`config.mk`:
```
export PLATFORM = sky130hd
export DESIGN_NAME = secure_rtc
export DESIGN_NICKNAME = d
export VERILOG_FILES = /design/src/logic/secure_rtc_pkg.sv /design/src/logic/secure_rtc.sv
export VERILOG_INCLUDE_DIRS = /design/src /design/src/logic
export SDC_FILE = /design/constraint.sdc
export NUM_CORES = 1
export LEC_CHECK = 0
export ABC_AREA = 1
export ABC_CLOCK_PERIOD_IN_PS = 3900
export BUFFER_PORTS_ARGS = -buffer_cell sky130_fd_sc_hd__clkbuf_2
export CORE_MARGIN = 8
export CORE_UTILIZATION = 52
export CTS_CLUSTER_DIAMETER = 100
export DETAILED_ROUTE_END_ITERATION = 7
export PLACE_DENSITY = 0.71
export SLEW_MARGIN = 25
export SYNTH_ARGS = -nofsm -noshare
export SYNTH_HDL_FRONTEND = slang
export SYNTH_SLANG_ARGS = --single-unit
```
`constraint.sdc`:
```
create_clock -name sys_clk -period 3.9 [get_ports sys_clk]
set_input_delay 0.195 -clock sys_clk [delete_from_list [all_inputs] [get_ports sys_clk]]
set_output_delay 0.195 -clock sys_clk [all_outputs]
set_load 0.02 [all_outputs]
```
`src/logic/secure_rtc_map.svh`:
```
// register offsets, field positions, reset values and divider counts of the secure clock
// assumes byte addresses on a 32-bit register bus, one aligned word per register
`ifndef SECURE_RTC_MAP_SVH
`define SECURE_RTC_MAP_SVH
`define OFS_TIME_SECONDS 32'h4003_d000
`define OFS_CONTROL 32'h4003_d010
`define OFS_CLOCK_STATUS 32'h4003_d014
`define OFS_REGISTER_LOCK 32'h4003_d018
`define OFS_IRQ_ENABLE 32'h4003_d01c
`define OFS_TAMPER_TIME 32'h4003_d020
`define OFS_MONO_ENABLE 32'h4003_d024
`define OFS_MONO_LOW 32'h4003_d028
`define OFS_MONO_HIGH 32'h4003_d02c
`define OFS_WRITE_ACCESS 32'h4003_d030
`define OFS_READ_ACCESS 32'h4003_d034
`define CTL_CLKOUT_SEL 0
`define CTL_TIME_EN 1
`define CTL_WIDTH 2
`define CTL_RESET 2'h0
`define ST_MOF 0
`define ST_TIF 1
`define ST_WIDTH 2
`define IE_MONOTONIC_OVERFLOW_IRQ_ENABLE 0
`define IE_TIIE 1
`define IE_SECONDS_IRQ_ENABLE 4
`define IE_WAKEUP_PIN_ENABLE 7
`define IE_WIDTH 8
`define IE_RESET 8'h00
`define ME_EN 0
`define AC_HIGH 0
`define AC_LOW 1
`define AC_ENABLE 2
`define AC_TAMPER 3
`define AC_WIDTH 4
`define AC_RESET 4'hf
`define AC_NONE 4'h0
`define OSC_DIV_LAST 15'h7fff
`define DIV_HALF_BIT 14
`endif

```
`src/logic/secure_rtc_pkg.sv`:
```
// types shared by the secure clock block
// assumes nothing of its surroundings
package secure_rtc_pkg;
  typedef enum logic [1:0] {
    RESP_OKAY = 2'h0,
    RESP_SLVERR = 2'h2,
    RESP_DECERR = 2'h3
  } axi_resp_e;
  typedef enum logic [3:0] {
    SEL_NONE = 4'h0, SEL_TIME = 4'h1, SEL_CONTROL = 4'h2, SEL_STATUS = 4'h3,
    SEL_LOCK = 4'h4, SEL_IER = 4'h5, SEL_TAMPER = 4'h6, SEL_MENABLE = 4'h7,
    SEL_MLOW = 4'h8, SEL_MHIGH = 4'h9, SEL_WACCESS = 4'ha, SEL_RACCESS = 4'hb
  } reg_sel_e;
endpackage : secure_rtc_pkg

```
`src/logic/secure_rtc.sv`:
```
// secure clock extensions: clock output, wakeup pin, seconds pulse, monotonic counter,
// tamper time capture and per-register lock and access control behind an AXI4-Lite slave
// assumes sys_clk well above twice the oscillator rate; pins are asynchronous to sys_clk
// Contract
// - clock output selects the divided 1 Hz tick or the 32 kHz oscillator
// - 32.768 kHz selection passes the oscillator through without division
// - wakeup pin is open drain, active low, asserts powered down with interrupt
// - wakeup pin asserts only while wakeup_pin_enable is set
// - seconds interrupt pulses once per second of the time counter
// - seconds interrupt is a pulse with no status flag
// - seconds interrupt drives only while seconds_irq_enable is set
// - seconds interrupt does not drive the wakeup pin, which follows irq only
// - initialised monotonic counter is 64 bits and never goes back
// - overflow of the monotonic counter sets monotonic_overflow_flag
// - overflow interrupt raised from the flag only while its enable is set
// - time seconds captured into tamper_time_seconds when time is invalidated
// - register_lock holds lock bits for count high, low, enable and tamper time
// - write_access holds write permits for counter words, enable and tamper time
// - read_access holds read permits for count high, low, enable and tamper time
//
// Our own choice: the AXI4-Lite interface to the registers.
`timescale 1ns/10ps
`include "secure_rtc_map.svh"
module secure_rtc
  import secure_rtc_pkg::*;
(
  // clock and reset
  input wire logic sys_clk,
  input wire logic rst_n,
  // axi4-lite write
  input wire logic [31:0] s_axi_awaddr,
  input wire logic s_axi_awvalid,
  output logic s_axi_awready,
  input wire logic [31:0] s_axi_wdata,
  input wire logic [3:0] s_axi_wstrb,
  input wire logic s_axi_wvalid,
  output logic s_axi_wready,
  output logic [1:0] s_axi_bresp,
  output logic s_axi_bvalid,
  input wire logic s_axi_bready,
  // axi4-lite read
  input wire logic [31:0] s_axi_araddr,
  input wire logic s_axi_arvalid,
  output logic s_axi_arready,
  output logic [31:0] s_axi_rdata,
  output logic [1:0] s_axi_rresp,
  output logic s_axi_rvalid,
  input wire logic s_axi_rready,
  // pins
  input wire logic osc_clk_in,
  input wire logic power_down_in,
  input wire logic tamper_in,
  output logic clock_output_pin,
  output logic wakeup_pin_o,
  output logic wakeup_pin_oe,
  // interrupts
  output logic seconds_irq,
  output logic irq
);
  // pin synchronisers
  logic osc_s1_reg, osc_s2_reg, osc_s3_reg;
  logic pd_s1_reg, pd_s2_reg;
  logic tam_s1_reg, tam_s2_reg, tam_s3_reg;
  logic osc_edge, tamper_edge, tick;
  logic [14:0] div_cnt_reg;
  logic clkout_reg;
  logic [31:0] time_seconds_reg, tamper_time_seconds_reg;
  logic [`CTL_WIDTH-1:0] control_reg;
  logic [`ST_WIDTH-1:0] clock_status_reg, status_set, status_clr;
  logic [`IE_WIDTH-1:0] irq_enable_reg;
  logic [`AC_WIDTH-1:0] register_lock_reg, write_access_reg, read_access_reg;
  logic monotonic_enable_reg;
  logic [63:0] mono_count_reg;
  logic sec_irq_reg, irq_reg, wake_oe_reg;
  // bus state
  logic aw_hold_reg, w_hold_reg, bvalid_reg, rvalid_reg;
  logic [31:0] aw_addr_reg, w_data_reg, rdata_reg;
  logic [3:0] w_strb_reg;
  axi_resp_e bresp_reg, rresp_reg, wr_resp, rd_resp;
  reg_sel_e wr_sel, rd_sel;
  logic do_write, wr_go, rd_take, mono_inc;
  logic [31:0] rd_value;

  function automatic reg_sel_e decode(input logic [31:0] a);
    case (a)
      `OFS_TIME_SECONDS: decode = SEL_TIME;
      `OFS_CONTROL: decode = SEL_CONTROL;
      `OFS_CLOCK_STATUS: decode = SEL_STATUS;
      `OFS_REGISTER_LOCK: decode = SEL_LOCK;
      `OFS_IRQ_ENABLE: decode = SEL_IER;
      `OFS_TAMPER_TIME: decode = SEL_TAMPER;
      `OFS_MONO_ENABLE: decode = SEL_MENABLE;
      `OFS_MONO_LOW: decode = SEL_MLOW;
      `OFS_MONO_HIGH: decode = SEL_MHIGH;
      `OFS_WRITE_ACCESS: decode = SEL_WACCESS;
      `OFS_READ_ACCESS: decode = SEL_RACCESS;
      default: decode = SEL_NONE;
    endcase
  endfunction : decode
  // one-hot of the lock/permit bit that guards a register
  function automatic logic [`AC_WIDTH-1:0] guard(input reg_sel_e s);
    guard = `AC_NONE;
    case (s)
      SEL_MHIGH: guard[`AC_HIGH] = 1'b1;
      SEL_MLOW: guard[`AC_LOW] = 1'b1;
      SEL_MENABLE: guard[`AC_ENABLE] = 1'b1;
      SEL_TAMPER: guard[`AC_TAMPER] = 1'b1;
      default: guard = `AC_NONE;
    endcase
  endfunction : guard

  function automatic logic [31:0] merge(input logic [31:0] old, input logic [31:0] nw,
                                        input logic [3:0] strb);
    merge = old;
    for (int i = 0; i < 4; i++) begin
      if (strb[i]) begin
        merge[i*8 +: 8] = nw[i*8 +: 8];
      end
    end
  endfunction : merge
  // synchronisers
  always_ff @(posedge sys_clk or negedge rst_n) begin
    if (!rst_n) begin
      osc_s1_reg <= 1'b0;
      osc_s2_reg <= 1'b0;
      osc_s3_reg <= 1'b0;
      pd_s1_reg <= 1'b0;
      pd_s2_reg <= 1'b0;
      tam_s1_reg <= 1'b0;
      tam_s2_reg <= 1'b0;
      tam_s3_reg <= 1'b0;
    end else begin
      osc_s1_reg <= osc_clk_in;
      osc_s2_reg <= osc_s1_reg;
      osc_s3_reg <= osc_s2_reg;
      pd_s1_reg <= power_down_in;
      pd_s2_reg <= pd_s1_reg;
      tam_s1_reg <= tamper_in;
      tam_s2_reg <= tam_s1_reg;
      tam_s3_reg <= tam_s2_reg;
    end
  end

  assign osc_edge = osc_s2_reg & ~osc_s3_reg;
  assign tamper_edge = tam_s2_reg & ~tam_s3_reg;
  assign tick = osc_edge && (div_cnt_reg == `OSC_DIV_LAST);
  // oscillator divider and clock output mux
  always_ff @(posedge sys_clk or negedge rst_n) begin
    if (!rst_n) begin
      div_cnt_reg <= '0;
      clkout_reg <= 1'b0;
    end else begin
      if (osc_edge) begin
        div_cnt_reg <= div_cnt_reg + 15'h0001;
      end
      if (control_reg[`CTL_CLKOUT_SEL]) begin
        clkout_reg <= osc_s2_reg;
      end else begin
        clkout_reg <= div_cnt_reg[`DIV_HALF_BIT];
      end
    end
  end
  // time seconds counter and seconds pulse
  always_ff @(posedge sys_clk or negedge rst_n) begin
    if (!rst_n) begin
      time_seconds_reg <= '0;
      sec_irq_reg <= 1'b0;
    end else begin
      if (wr_go && wr_sel == SEL_TIME) begin
        time_seconds_reg <= merge(time_seconds_reg, w_data_reg, w_strb_reg);
      end else if (tick && control_reg[`CTL_TIME_EN]) begin
        time_seconds_reg <= time_seconds_reg + 32'h0000_0001;
      end
      sec_irq_reg <= tick && control_reg[`CTL_TIME_EN] && irq_enable_reg[`IE_SECONDS_IRQ_ENABLE];
    end
  end
  // tamper capture
  always_ff @(posedge sys_clk or negedge rst_n) begin
    if (!rst_n) begin
      tamper_time_seconds_reg <= '0;
    end else if (tamper_edge) begin
      tamper_time_seconds_reg <= time_seconds_reg;
    end
  end
  // monotonic counter
  assign mono_inc = wr_go && monotonic_enable_reg && (wr_sel == SEL_MLOW || wr_sel == SEL_MHIGH);
  always_ff @(posedge sys_clk or negedge rst_n) begin
    if (!rst_n) begin
      mono_count_reg <= '0;
    end else if (mono_inc) begin
      if (!(&mono_count_reg)) begin
        mono_count_reg <= mono_count_reg + 64'h0000_0000_0000_0001;
      end
    end else if (wr_go && wr_sel == SEL_MLOW) begin
      mono_count_reg[31:0] <= merge(mono_count_reg[31:0], w_data_reg, w_strb_reg);
    end else if (wr_go && wr_sel == SEL_MHIGH) begin
      mono_count_reg[63:32] <= merge(mono_count_reg[63:32], w_data_reg, w_strb_reg);
    end
  end
  // status flags, set wins over write-one-to-clear
  always_comb begin
    status_set = '0;
    status_set[`ST_MOF] = mono_inc && (&mono_count_reg);
    status_set[`ST_TIF] = tamper_edge;
    status_clr = '0;
    if (wr_go && wr_sel == SEL_STATUS) begin
      status_clr = w_data_reg[`ST_WIDTH-1:0];
    end
  end

  always_ff @(posedge sys_clk or negedge rst_n) begin
    if (!rst_n) begin
      clock_status_reg <= '0;
    end else begin
      clock_status_reg <= (clock_status_reg & ~status_clr) | status_set;
    end
  end
  // control registers
  always_ff @(posedge sys_clk or negedge rst_n) begin
    if (!rst_n) begin
      control_reg <= `CTL_RESET;
      irq_enable_reg <= `IE_RESET;
      monotonic_enable_reg <= 1'b0;
    end else begin
      if (wr_go && wr_sel == SEL_CONTROL) begin
        control_reg <= w_data_reg[`CTL_WIDTH-1:0];
      end
      if (wr_go && wr_sel == SEL_IER) begin
        irq_enable_reg <= w_data_reg[`IE_WIDTH-1:0];
      end
      if (wr_go && wr_sel == SEL_MENABLE) begin
        monotonic_enable_reg <= w_data_reg[`ME_EN];
      end
    end
  end
  // lock and permit bits only ever clear until reset
  always_ff @(posedge sys_clk or negedge rst_n) begin
    if (!rst_n) begin
      register_lock_reg <= `AC_RESET;
      write_access_reg <= `AC_RESET;
      read_access_reg <= `AC_RESET;
    end else begin
      if (wr_go && wr_sel == SEL_LOCK) begin
        register_lock_reg <= register_lock_reg & w_data_reg[`AC_WIDTH-1:0];
      end
      if (wr_go && wr_sel == SEL_WACCESS) begin
        write_access_reg <= write_access_reg & w_data_reg[`AC_WIDTH-1:0];
      end
      if (wr_go && wr_sel == SEL_RACCESS) begin
        read_access_reg <= read_access_reg & w_data_reg[`AC_WIDTH-1:0];
      end
    end
  end
  // interrupt and wakeup pin
  always_ff @(posedge sys_clk or negedge rst_n) begin
    if (!rst_n) begin
      irq_reg <= 1'b0;
      wake_oe_reg <= 1'b0;
    end else begin
      irq_reg <= |(clock_status_reg & irq_enable_reg[`ST_WIDTH-1:0]);
      wake_oe_reg <= pd_s2_reg && irq_reg && irq_enable_reg[`IE_WAKEUP_PIN_ENABLE];
    end
  end

  assign clock_output_pin = clkout_reg;
  assign wakeup_pin_o = 1'b0;
  assign wakeup_pin_oe = wake_oe_reg;
  assign seconds_irq = sec_irq_reg;
  assign irq = irq_reg;
  // axi write channel
  assign s_axi_awready = !aw_hold_reg && !bvalid_reg;
  assign s_axi_wready = !w_hold_reg && !bvalid_reg;
  assign do_write = aw_hold_reg && w_hold_reg && !bvalid_reg;
  assign wr_sel = decode(aw_addr_reg);
  always_comb begin
    if (wr_sel == SEL_NONE) begin
      wr_resp = RESP_DECERR;
    end else if (|(guard(wr_sel) & ~write_access_reg)) begin
      wr_resp = RESP_SLVERR;
    end else begin
      wr_resp = RESP_OKAY;
    end
  end
  assign wr_go = do_write && wr_resp == RESP_OKAY && !(|(guard(wr_sel) & ~register_lock_reg)) &&
                 wr_sel != SEL_TAMPER;

  always_ff @(posedge sys_clk or negedge rst_n) begin
    if (!rst_n) begin
      aw_hold_reg <= 1'b0;
      w_hold_reg <= 1'b0;
      aw_addr_reg <= '0;
      w_data_reg <= '0;
      w_strb_reg <= '0;
      bvalid_reg <= 1'b0;
      bresp_reg <= RESP_OKAY;
    end else begin
      if (s_axi_awvalid && s_axi_awready) begin
        aw_hold_reg <= 1'b1;
        aw_addr_reg <= s_axi_awaddr;
      end
      if (s_axi_wvalid && s_axi_wready) begin
        w_hold_reg <= 1'b1;
        w_data_reg <= s_axi_wdata;
        w_strb_reg <= s_axi_wstrb;
      end
      if (do_write) begin
        aw_hold_reg <= 1'b0;
        w_hold_reg <= 1'b0;
        bvalid_reg <= 1'b1;
        bresp_reg <= wr_resp;
      end else if (bvalid_reg && s_axi_bready) begin
        bvalid_reg <= 1'b0;
      end
    end
  end

  assign s_axi_bvalid = bvalid_reg;
  assign s_axi_bresp = bresp_reg;
  // axi read channel
  assign s_axi_arready = !rvalid_reg;
  assign rd_take = s_axi_arvalid && s_axi_arready;
  assign rd_sel = decode(s_axi_araddr);
  always_comb begin
    rd_value = '0;
    rd_resp = RESP_OKAY;
    case (rd_sel)
      SEL_TIME: rd_value = time_seconds_reg;
      SEL_CONTROL: rd_value[`CTL_WIDTH-1:0] = control_reg;
      SEL_STATUS: rd_value[`ST_WIDTH-1:0] = clock_status_reg;
      SEL_LOCK: rd_value[`AC_WIDTH-1:0] = register_lock_reg;
      SEL_IER: rd_value[`IE_WIDTH-1:0] = irq_enable_reg;
      SEL_TAMPER: rd_value = tamper_time_seconds_reg;
      SEL_MENABLE: rd_value[`ME_EN] = monotonic_enable_reg;
      SEL_MLOW: rd_value = mono_count_reg[31:0];
      SEL_MHIGH: rd_value = mono_count_reg[63:32];
      SEL_WACCESS: rd_value[`AC_WIDTH-1:0] = write_access_reg;
      SEL_RACCESS: rd_value[`AC_WIDTH-1:0] = read_access_reg;
      default: rd_resp = RESP_DECERR;
    endcase
    if (|(guard(rd_sel) & ~read_access_reg)) begin
      rd_resp = RESP_SLVERR;
      rd_value = '0;
    end
  end

  always_ff @(posedge sys_clk or negedge rst_n) begin
    if (!rst_n) begin
      rvalid_reg <= 1'b0;
      rdata_reg <= '0;
      rresp_reg <= RESP_OKAY;
    end else if (rd_take) begin
      rvalid_reg <= 1'b1;
      rdata_reg <= rd_value;
      rresp_reg <= rd_resp;
    end else if (rvalid_reg && s_axi_rready) begin
      rvalid_reg <= 1'b0;
    end
  end

  assign s_axi_rvalid = rvalid_reg;
  assign s_axi_rdata = rdata_reg;
  assign s_axi_rresp = rresp_reg;
endmodule : secure_rtc

```
==> impl_metrics.tcl, run 1 <==
set metrics [dict create \
    status "completed" \
    finalHoldViolCount 0 \
    clock-sinks 288 \
    post-route-min-period_ns 3.48 \
    grt_max_degree 111 \
    route.detailed.drc 0 \
    cts-buffers-inserted 34 \
    fillCellCount 2830 \
    area_delta_synth_final_pct 18.4 \
    seq_area_frac_synth_pct 43.0 \
    placed_cells_incl_taps 2854 \
    worst-path-stages 19 \
    drt-wirelength-per-cell_um 19.9 \
    worst_hold_path.num_cells 4 \
    worst-slew-pin-transition_ns 0.979 \
    slew_headroom_pct 34.5 \
    num_antenna_cells 0 \
    drt-pass1-iter-count 6 \
    drt_first_iter_violations 2074 \
    hold_class "primary input to register" \
    vias_per_cell 5.65 \
    antenna_violating_nets_post_route 0 \
    critical_path_class "register to register" \
    p_sw_share_pct 32.0 \
    globalRouteOverflowTotal 0 \
    critical-path-top-delay-family "simple AND/OR/NAND/NOR gates" \
    share_comb_of_total_power_pct 19.3 \
    rsz0062_at_grt "no" \
    vdd.ir_drop.worst_v 0.000551 \
    skew_ns 0.0222 \
    dp.final_hpwl_um 44100 \
    ys.warnings.count 0 \
    die_x_um 196 \
    finish.cell_count_without_fillers 2990 \
    critical-path-max-stage-delay_ns 0.37 \
    core_mm2 0.0316 \
    register_clock_pin_slew_on_the_reported_worst_setup_and_hold_paths_ns 0.06 \
    p_leak_uw 0.00957 \
    largest_register_ffs 64 \
    ff_latch_area_mm2 0.00722 \
    worst_setup_path_start_kind "register" \
    clock_tree.buffer_depth 3 \
    place.gp.congestion 0.998 \
    count_of_input_and_output_buffers 154 \
    antenna_found_initial 0 \
    synthDistinctLibCells 45 \
    cp_cell_sequence "inv_1 > nand2_1 > nor2_1 > nand2_1 > nor2_2 > buf_4 > nand2_1 > nand2_1 > nor2_1 > nand3_2 > nand4_2 > nor2_8 > buf_4 > nand2_1 > nand2_2 > inv_2 > nor2_2 > nand2_1 > nand2_1" \
    initial_cell_density_of_the_core_pct 53.0 \
    power.switching_uw 2730 \
    share_seq_of_total_power_pct 43.2 \
    max_cap_viol_count 0 \
    track_usage_pct 30.9 \
    worst_ep_arrival_time_ns 3.94 \
    internal-power_uw 5790 \
    r2r.worst_path.cells 19 \
    synth_nets 2469 \
    final_min_period_over_clock_period_pct 89.3 \
    synthesis.instances 2353 \
    ys_seq_elements 288 \
    dieHeight_um 196 \
    cp_num_buf_inv 4 \
    synth.cell_area_mm2 0.0168 \
    final-max-slew-violation-count 0 \
    timing.final.setup_violations 0 \
    power.clock.fraction_pct 37.4 \
    synth.avg_cell_area_um2 7.13 \
    worst-path-max-fanout 27 \
    postCtsSetupBuffers 0 \
    cts_tree "done" \
    cpMostUsedCell "nand2_1" \
    critical_path.endpoint_type "register" \
    cts_max_level 2 \
    placement_rows 65 \
    fin_nets 2682 \
    routed-via-count 16881 \
    cts-root-buf "clkbuf_16" \
    postRouteWirelength_um 59500 \
    fmax_mhz 287 \
    drive_gt1_share_pct 11.8 \
    count_of_pins_on_the_block_boundary 156 \
    critPathRequiredTime_ns 4.36 \
    area_taken_by_multi_input_logic_gates_mm2 0.00817 \
    skew_pair_late_insertion_delay_ns 0.54 \
    fin_setup_tns_ns 0 \
    floorplan.die_area_mm2 0.0383 \
    wire_length_of_the_first_global_routing_pass_um 93100 \
    slowest_stage "dfrtp_1" \
    via_count_of_the_first_global_routing_pass 16285 \
    power-per-cell-area_mw_per_mm2 429 \
]
cells in the final DEF (no fill, tap or decap), drive strengths merged, types with 2 or more instances in the layout:
cell | netlist | final
nand2 | 688 | 688
dfrtp | 276 | 276
nor2 | 274 | 274
inv | 269 | 270
clkbuf | 50 | 204
o21ai | 179 | 179
nand3 | 149 | 149
nand4 | 115 | 115
a21oi | 98 | 98
xor2 | 84 | 84
dlygate4sd3 | 0 | 78
nor3 | 49 | 49
buf | 42 | 38
xnor2 | 14 | 14
dfstp | 12 | 12
nor4 | 11 | 11
mux2 | 8 | 8
o211ai | 7 | 7
ha | 6 | 6
nand3b | 5 | 5
clkinv | 1 | 4
or2 | 3 | 3
and3 | 3 | 3
a21boi | 2 | 2
bufinv | 0 | 2
synth_stat cells (all sizes together):
master	number	area, um2
a22o	1	8.76
nor2	274	1060
nand3	149	778
dfstp	12	315
ha	6	75.1
buf	42	218
and2	1	6.26
inv	269	1010
nand4	115	732
a31oi	1	6.26
xor2	84	736
nor3	49	245
dfrtp	276	6910
or2	3	18.8
and3	3	18.8
o21a	1	7.51
o21bai	1	7.51
conb	1	3.75
a21o	1	7.51
o211ai	7	52.6
a21boi	2	15.0
nand3b	5	37.5
nor4	11	68.8
a21oi	98	490
mux2	8	90.1
clkbuf	50	188
xnor2	14	123
nand2	688	2600
clkinv	1	3.75
nor3b	1	7.51
o21ai	179	937
final timing paths:
| path | from | endpoint | slack (ns) |
|---|---|---|---|
| max in group asynchronous | rst_n | w_data_reg[27]$_DFFE_PN0P_ | 2.46 |
| max reg2reg | aw_addr_reg[22]$_DFFE_PN0P_ | mono_count_reg[28]$_DFFE_PN0P_ | 0.42 |
| min | s_axi_arvalid | s_axi_rvalid$_DFFE_PN0P_ | 0.22 |
| min in group asynchronous | rst_n | aw_addr_reg[16]$_DFFE_PN0P_ | 0.26 |
| min reg2reg | tam_s1_reg$_DFF_PN0_ | tam_s2_reg$_DFF_PN0_ | 0.35 |
| max | aw_addr_reg[22]$_DFFE_PN0P_ | mono_count_reg[28]$_DFFE_PN0P_ | 0.42 |
worst min-delay path: cells and delay by family:
kind | cells | cell delay (ns)
and+or+nand+nor | 1 | 0.06
AOI/OAI and AO/OA | 1 | 0.12
buffers and inverters | 2 | 0.32
per-layer routing:
metal	part of all wire [%]	global-route usage [%]	vias up	wire, um
met4	2.4	7.78	0	1420
met3	9.9	7.39	100	5910
li1	-	-	7987	-
met1	45	45.0	8040	26700
met5	0	0	-	0
met2	43	45.6	754	25500
per-stage QoR:
| step | utilization [%] | total power, uW | worst slack [ns] | hold slack (ns) | area, um2 |
|---|---|---|---|---|---|
| global route | 62.8 | 8870 | 0.111 | 0.265 | 19900 |
| floorplan | - | 4550 | 1.09 | -0.101 | 16800 |
| detailed placement | 56.8 | 5220 | 0.164 | 0.294 | 18000 |
| CTS | 62.7 | 8470 | 0.148 | 0.225 | 19800 |
| finish | 62.8 | 8510 | 0.416 | 0.224 | 19900 |
| global placement | 56.8 | 5170 | 0.253 | 0.294 | 18000 |
logic make-up after synthesis:
group                      count (synthesis)  share of synthesized area [%]
and+or+nand+nor                         1299                           33.3
DFF                                      288                           43.0
buffers and inverters                    362                           8.46
muxes                                      8                          0.537
AOI/OAI and AO/OA                        291                           9.13
adders and majority gates                  6                          0.447
other                                      1                         0.0223
xor gates and xnor gates                  98                           5.11
layout make-up:
cell class / instances / share of cell area (%)
Clock buffer: 51 / 4.96
Sequential cell: 288 / 36.4
Tap cell: 402 / 2.53
Inverter: 270 / 5.10
Clock inverter: 7 / 0.586
Multi-Input combinational cell: 1703 / 41.1
Timing Repair Buffer: 269 / 9.32
power by group through the flow:
stage / combinational [uW] / sequential [uW] / clock [uW]
3_3_place_gp: 1480 / 3700 / 0
5_1_grt: 1820 / 3710 / 3340
2_1_floorplan: 950 / 3600 / 0
4_1_cts: 1600 / 3660 / 3220
6_report: 1650 / 3680 / 3190
3_5_place_dp: 1510 / 3710 / 0
what timing repair did:
| action | 4_1_cts | 5_1_grt |
|---|---|---|
| setup endpoints to repair | 0 | 79 |
| hold endpoints to repair | 180 | 0 |
| gates resized for setup | 0 | 3 |
| hold buffers | 78 | 0 |
No activity file was read; power rests on OpenSTA's default activity.
==> inputs of run 2 (changes only) <==
--- a/config.mk
+++ b/config.mk
@@ -10,10 +10,11 @@
 export ABC_CLOCK_PERIOD_IN_PS = 3900
 export BUFFER_PORTS_ARGS = -buffer_cell sky130_fd_sc_hd__clkbuf_2
 export CORE_MARGIN = 8
-export CORE_UTILIZATION = 52
+export CORE_UTILIZATION = 45
+export CTS_BUF_LIST = sky130_fd_sc_hd__clkbuf_4 sky130_fd_sc_hd__clkbuf_8
 export CTS_CLUSTER_DIAMETER = 100
 export DETAILED_ROUTE_END_ITERATION = 7
-export PLACE_DENSITY = 0.71
+export GPL_TIMING_DRIVEN = 0
 export SLEW_MARGIN = 25
 export SYNTH_ARGS = -nofsm -noshare
 export SYNTH_HDL_FRONTEND = slang
==> impl_metrics.tcl, run 2 (synthesis results as in run 1) <==
set metrics [dict create \
    status "completed" \
    slew_headroom_pct 43.8 \
    route.met3.wl_um 4940 \
    fin_setup_tns_ns 0 \
    clock-sinks 288 \
    final_cell_mix "nand2_1 (684), dfrtp_1 (276), nor2_1 (265), inv_1 (258), clkbuf_2 (153)" \
    hold_class "primary input to register" \
    timing.final.setup_violations 0 \
    worst_ep_arrival_time_ns 4.13 \
    reg2reg_setup_slack_ns 0.46 \
    cpMostUsedCell "nand2_1" \
    rsz0062_at_grt "no" \
    track_usage_pct 28.9 \
    max_used_layer "met4" \
    slowest_stage "clkbuf_1" \
    critical_path.endpoint_type "register" \
    worst-slew-pin-transition_ns 0.837 \
    postLayoutCoreUtil_pct 54.9 \
    critical_path_class "primary input to register" \
    skew_ns 0.0388 \
    worstSetupStartpoint "s_axi_araddr[29]" \
    worst-path-max-fanout 10 \
    postCtsSetupBuffers 0 \
    drt_first_iter_violations 1922 \
    fmax_mhz 279 \
    critical-path-max-stage-delay_ns 0.56 \
    die_x_um 209 \
    final_min_period_over_clock_period_pct 91.8 \
    largest_register_ffs 64 \
    drt-wirelength-per-cell_um 20.2 \
    cts_tree "done" \
    via_count_of_the_first_global_routing_pass 16637 \
    dieHeight_um 209 \
    most_frequent_standard_cell_in_the_layout_excluding_fill_and_tap_cells "nand2_1" \
    drive_gt1_share_pct 12.7 \
    dp.final_hpwl_um 49200 \
    drt-pass1-iter-count 6 \
    r2r.worst_path.cells 12 \
    cp_cell_sequence "clkbuf_2 > nor2_1 > nand3b_1 > nor2_1 > nand2_1 > nor4_1 > nand3_1 > and2_1 > ha_1 > clkbuf_1 > nand3b_1 > nand2_1 > buf_2 > nand3_1 > clkbuf_1 > nor2_1 > a21oi_1 > nand2_1 > nand3_1 > nand2_1" \
    area_delta_synth_final_pct 20.0 \
    whs_endpoint "s_axi_rresp[1]$_DFFE_PN0P_" \
    critPathRequiredTime_ns 4.46 \
    p_leak_uw 0.00967 \
    fin_nets 2759 \
    finalHoldViolCount 0 \
    count_of_input_and_output_buffers 154 \
    antenna_found_initial 0 \
    max_cap_viol_count 0 \
    route.met2.wl_um 27700 \
    cts-buffers-inserted 53 \
    post-route-min-period_ns 3.58 \
    register_clock_pin_slew_on_the_reported_worst_setup_and_hold_paths_ns 0.06 \
    crit-reg2reg-capture "mono_count_reg[27]$_DFFE_PN0P_" \
    grt_max_degree 84 \
    route.layer.met1.wl_um 29100 \
    route.detailed.drc 0 \
    fillCellCount 3609 \
    postRouteWirelength_um 63500 \
    cts_max_level 2 \
    vias_per_cell 5.45 \
    post_cts_resized 0 \
    report.power.total_uw 8440 \
    place.gp.congestion 1.04 \
    floorplan.die_area_mm2 0.0437 \
    crit-reg2reg-launch "mono_count_reg[1]$_DFFE_PN0P_" \
    routed-via-count 17163 \
    placement_rows 70 \
    cts_hold_buffers 77 \
    final-max-slew-violation-count 0 \
    count_of_pins_on_the_block_boundary 156 \
    vdd.ir_drop.worst_v 0.000400 \
    worst_setup_path_start_kind "primary input" \
    skew_pair_late_insertion_delay_ns 0.67 \
    wire_length_of_the_first_global_routing_pass_um 98300 \
    clock_tree.buffer_depth 3 \
    worst_hold_path.num_cells 5 \
    initial_cell_density_of_the_core_pct 45.7 \
    power-per-cell-area_mw_per_mm2 419 \
    globalRouteOverflowTotal 0 \
    antenna_violating_nets_post_route 0 \
    cts-root-buf "clkbuf_8" \
    core_mm2 0.0367 \
    num_antenna_cells 0 \
    min-delay-start "s_axi_araddr[2]" \
]
[run 2: area by class of cell]
| class | count | area, um2 | area share, % |
|---|---|---|---|
| inverter | 270 | 1010 | 5.03 |
| clock inverter | 6 | 72.6 | 0.360 |
| timing repair buffer | 235 | 1660 | 8.24 |
| multi-input combinational | 1703 | 8140 | 40.4 |
| tap | 468 | 586 | 2.91 |
| clock buffer | 85 | 1040 | 5.16 |
| buffer | 92 | 405 | 2.01 |
| sequential | 288 | 7220 | 35.9 |
[run 2: worst max-delay path: cells and delay by family]
kind | cells | cell delay (ns)
adders and majority gates | 1 | 0.20
AOI/OAI and AO/OA | 1 | 0.39
and+or+nand+nor | 14 | 2.26
buffers and inverters | 4 | 1.08
[run 2: per-layer routing]
metal	track usage [%]	vias to the layer above
met5	0	-
met4	9.23	0
met3	5.15	110
met2	43.7	697
met1	41.6	8193
li1	-	8163
[run 2: where the power goes]
part           internal, uW  total [uW]  switching (uW)
registers              3380        3650             267
clock network          1740        3090            1350
logic                   524        1700            1180
[run 2: metrics by stage]
step	area [um2]	cells	hold slack, ns	setup slack (ns)
2_1_floorplan	16800	2353	-0.101	1.09
3_3_place_gp	18100	2975	0.305	-3.71
3_5_place_dp	18300	2979	0.146	-0.284
4_1_cts	20100	3147	0.107	0.443
5_1_grt	20100	3147	0.157	0.0367
6_report	20100	3147	0.128	0.322
[run 2: worst max-delay path by stage]
stage	slack, ns	to
2_1_floorplan	1.09	s_axi_rdata[23]$_DFFE_PN0P_
3_3_place_gp	-3.71	s_axi_rdata[19]$_DFFE_PN0P_
3_5_place_dp	-0.28	s_axi_rdata[15]$_DFFE_PN0P_
4_1_cts	0.44	s_axi_rdata[15]$_DFFE_PN0P_
5_1_grt	0.04	s_axi_rdata[15]$_DFFE_PN0P_
6_report	0.32	s_axi_rdata[15]$_DFFE_PN0P_
==> inputs of run 3 (changes only) <==
--- a/config.mk
+++ b/config.mk
@@ -9,7 +9,7 @@
 export ABC_AREA = 1
 export ABC_CLOCK_PERIOD_IN_PS = 3900
 export BUFFER_PORTS_ARGS = -buffer_cell sky130_fd_sc_hd__clkbuf_2
-export CORE_MARGIN = 8
+export CORE_MARGIN = 2
 export CORE_UTILIZATION = 45
 export CTS_BUF_LIST = sky130_fd_sc_hd__clkbuf_4 sky130_fd_sc_hd__clkbuf_8
 export CTS_CLUSTER_DIAMETER = 100
==> impl_metrics.tcl, run 3 (synthesis results as in run 1) <==
set metrics [dict create \
    place.gp.congestion 0.986 \
    route.detailed.drc 0 \
    skew_pair_late_insertion_delay_ns 0.66 \
    cp_cell_sequence "clkbuf_2 > nor2_1 > nand2_1 > nor2_1 > buf_2 > nand2_1 > inv_1 > nand4_1 > inv_1 > nand2_1 > and2_1 > ha_1 > clkbuf_1 > nand3b_1 > nand2_1 > buf_2 > nand4_1 > nand2_1 > nor2_1 > clkbuf_2 > nand3_1 > nand2_1" \
    wire_length_of_the_first_global_routing_pass_um 96400 \
    worst-slew-pin-transition_ns 0.828 \
    critical_path_class "primary input to register" \
    via_count_of_the_first_global_routing_pass 16312 \
    largest_register_ffs 64 \
    area_delta_synth_final_pct 19.5 \
    placement_rows 70 \
    register_clock_pin_slew_on_the_reported_worst_setup_and_hold_paths_ns 0.06 \
    slew_headroom_pct 44.8 \
    worst_ep_arrival_time_ns 4.13 \
    dp.final_hpwl_um 48800 \
    critical-path-max-stage-delay_ns 0.57 \
    clock-sinks 288 \
    globalRouteOverflowTotal 0 \
    skew_ns 0.0450 \
    most_frequent_standard_cell_in_the_layout_excluding_fill_and_tap_cells "nand2_1" \
    dieHeight_um 197 \
    cts_max_level 2 \
    floorplan.die_area_mm2 0.0389 \
    clock_tree.buffer_depth 3 \
    fin_area_mm2 0.0201 \
    post-route-min-period_ns 3.55 \
    critical_path.endpoint_type "register" \
    max_cap_viol_count 0 \
    fmax_mhz 281 \
    postRouteWirelength_um 63100 \
    final-max-slew-violation-count 0 \
    drt-wirelength-per-cell_um 20.0 \
    postCtsSetupBuffers 0 \
    num_antenna_cells 0 \
    core_mm2 0.0367 \
    report.power.total_uw 8350 \
    cts-root-buf "clkbuf_8" \
    rsz0062_at_grt "no" \
    drt_first_iter_violations 1725 \
    drive_gt1_share_pct 12.9 \
    dpl-instance-area_mm2 0.0182 \
    cpMostUsedCell "nand2_1" \
    track_usage_pct 33.0 \
    count_of_pins_on_the_block_boundary 156 \
    hold_class "primary input to async pin" \
    routed-via-count 16968 \
    grt_max_degree 79 \
    finish.cell_count_without_fillers 3147 \
    slowest_stage "nor2_1" \
    critical-path-top-delay-family "simple AND/OR/NAND/NOR gates" \
    count_of_input_and_output_buffers 154 \
    worst_setup_path_start_kind "primary input" \
    cts_tree "done" \
    status "completed" \
    die_x_um 197 \
    cts-buffers-inserted 53 \
    fin_nets 2756 \
    final_min_period_over_clock_period_pct 91.1 \
    vdd.ir_drop.worst_v 0.000347 \
    p_leak_uw 0.00965 \
    critPathRequiredTime_ns 4.48 \
    vias_per_cell 5.39 \
    drt-pass1-iter-count 6 \
    placed_cells_incl_taps 2978 \
    cp_num_buf_inv 7 \
    initial_cell_density_of_the_core_pct 45.7 \
    antenna_found_initial 0 \
    antenna_violating_nets_post_route 0 \
    timing.final.setup_violations 0 \
    finalHoldViolCount 0 \
    power-per-cell-area_mw_per_mm2 416 \
    worst-path-max-fanout 10 \
    final_cell_mix "nand2_1 (684), dfrtp_1 (276), nor2_1 (265), inv_1 (258), clkbuf_2 (156)" \
]
-- run 3: changes by cell type in the layout (fill, tap and decap cells not counted), sizes merged --
cell | previous run | this run
buf | 46 | 44
bufinv | 1 | 0
clkbuf | 289 | 291
clkinv | 3 | 7
clkinvlp | 1 | 0
dlygate4sd3 | 77 | 75
-- run 3: through the flow --
step	TNS [ns]	setup WS [ns]	util [%]	hold WS, ns
floorplan	0	1.09	-	-0.101
global placement	-1031.83	-3.71	49.4	0.306
detailed placement	-4.47	-0.326	49.7	0.247
CTS	0	0.357	54.6	0.130
global route	0	0.0158	54.7	0.188
finish	0	0.347	54.7	0.148
-- run 3: timing repair --
action	4_1_cts	5_1_grt
hold buffers	75	0
hold endpoints to repair	144	0
setup endpoints to repair	0	6
gates resized for setup	0	5
-- run 3: layout make-up --
class,instances,area [um2]
well taps,468,586
inverters,270,1010
multi-input cells,1703,8140
clock buffers,86,1020
clock inverters,8,52.6
plain buffers,92,409
repair buffers,232,1610
fillers,3670,16600
flip-flops and latches,288,7220
-- run 3: final timing paths --
| check | start | endpoint | slack, ns | cells after the start |
|---|---|---|---|---|
| worst max-delay path | s_axi_araddr[9] | s_axi_rdata[12]$_DFFE_PN0P_ | 0.35 | 22 |
| worst min-delay path | rst_n | mono_count_reg[28]$_DFFE_PN0P_ | 0.15 | 2 |
| worst max register to register | mono_count_reg[1]$_DFFE_PN0P_ | mono_count_reg[18]$_DFFE_PN0P_ | 0.45 | 12 |
| worst min register to register | osc_s1_reg$_DFF_PN0_ | osc_s2_reg$_DFF_PN0_ | 0.35 | 0 |
| max in group asynchronous | rst_n | s_axi_rdata[19]$_DFFE_PN0P_ | 2.51 | 4 |
| min in group sys_clk | s_axi_araddr[2] | s_axi_rresp[0]$_DFFE_PN0P_ | 0.21 | 5 |
-- run 3: routing by layer --
metal  share of wire [%]  up-vias  wire [um]  track usage [%]
met5                   0        -          0                0
met4                 2.6        0       1620             10.3
met3                 9.0       97       5700             6.73
met2                  44      672      27400             50.2
met1                  45     8040      28300             47.2
li1                    -     8159          -                -
-- run 3: report_power, final --
part           total, uW  internal (uW)  switching (uW)
registers           3660           3380             274
logic               1710            519            1190
clock network       2980           1650            1330
total               8350           5550            2790
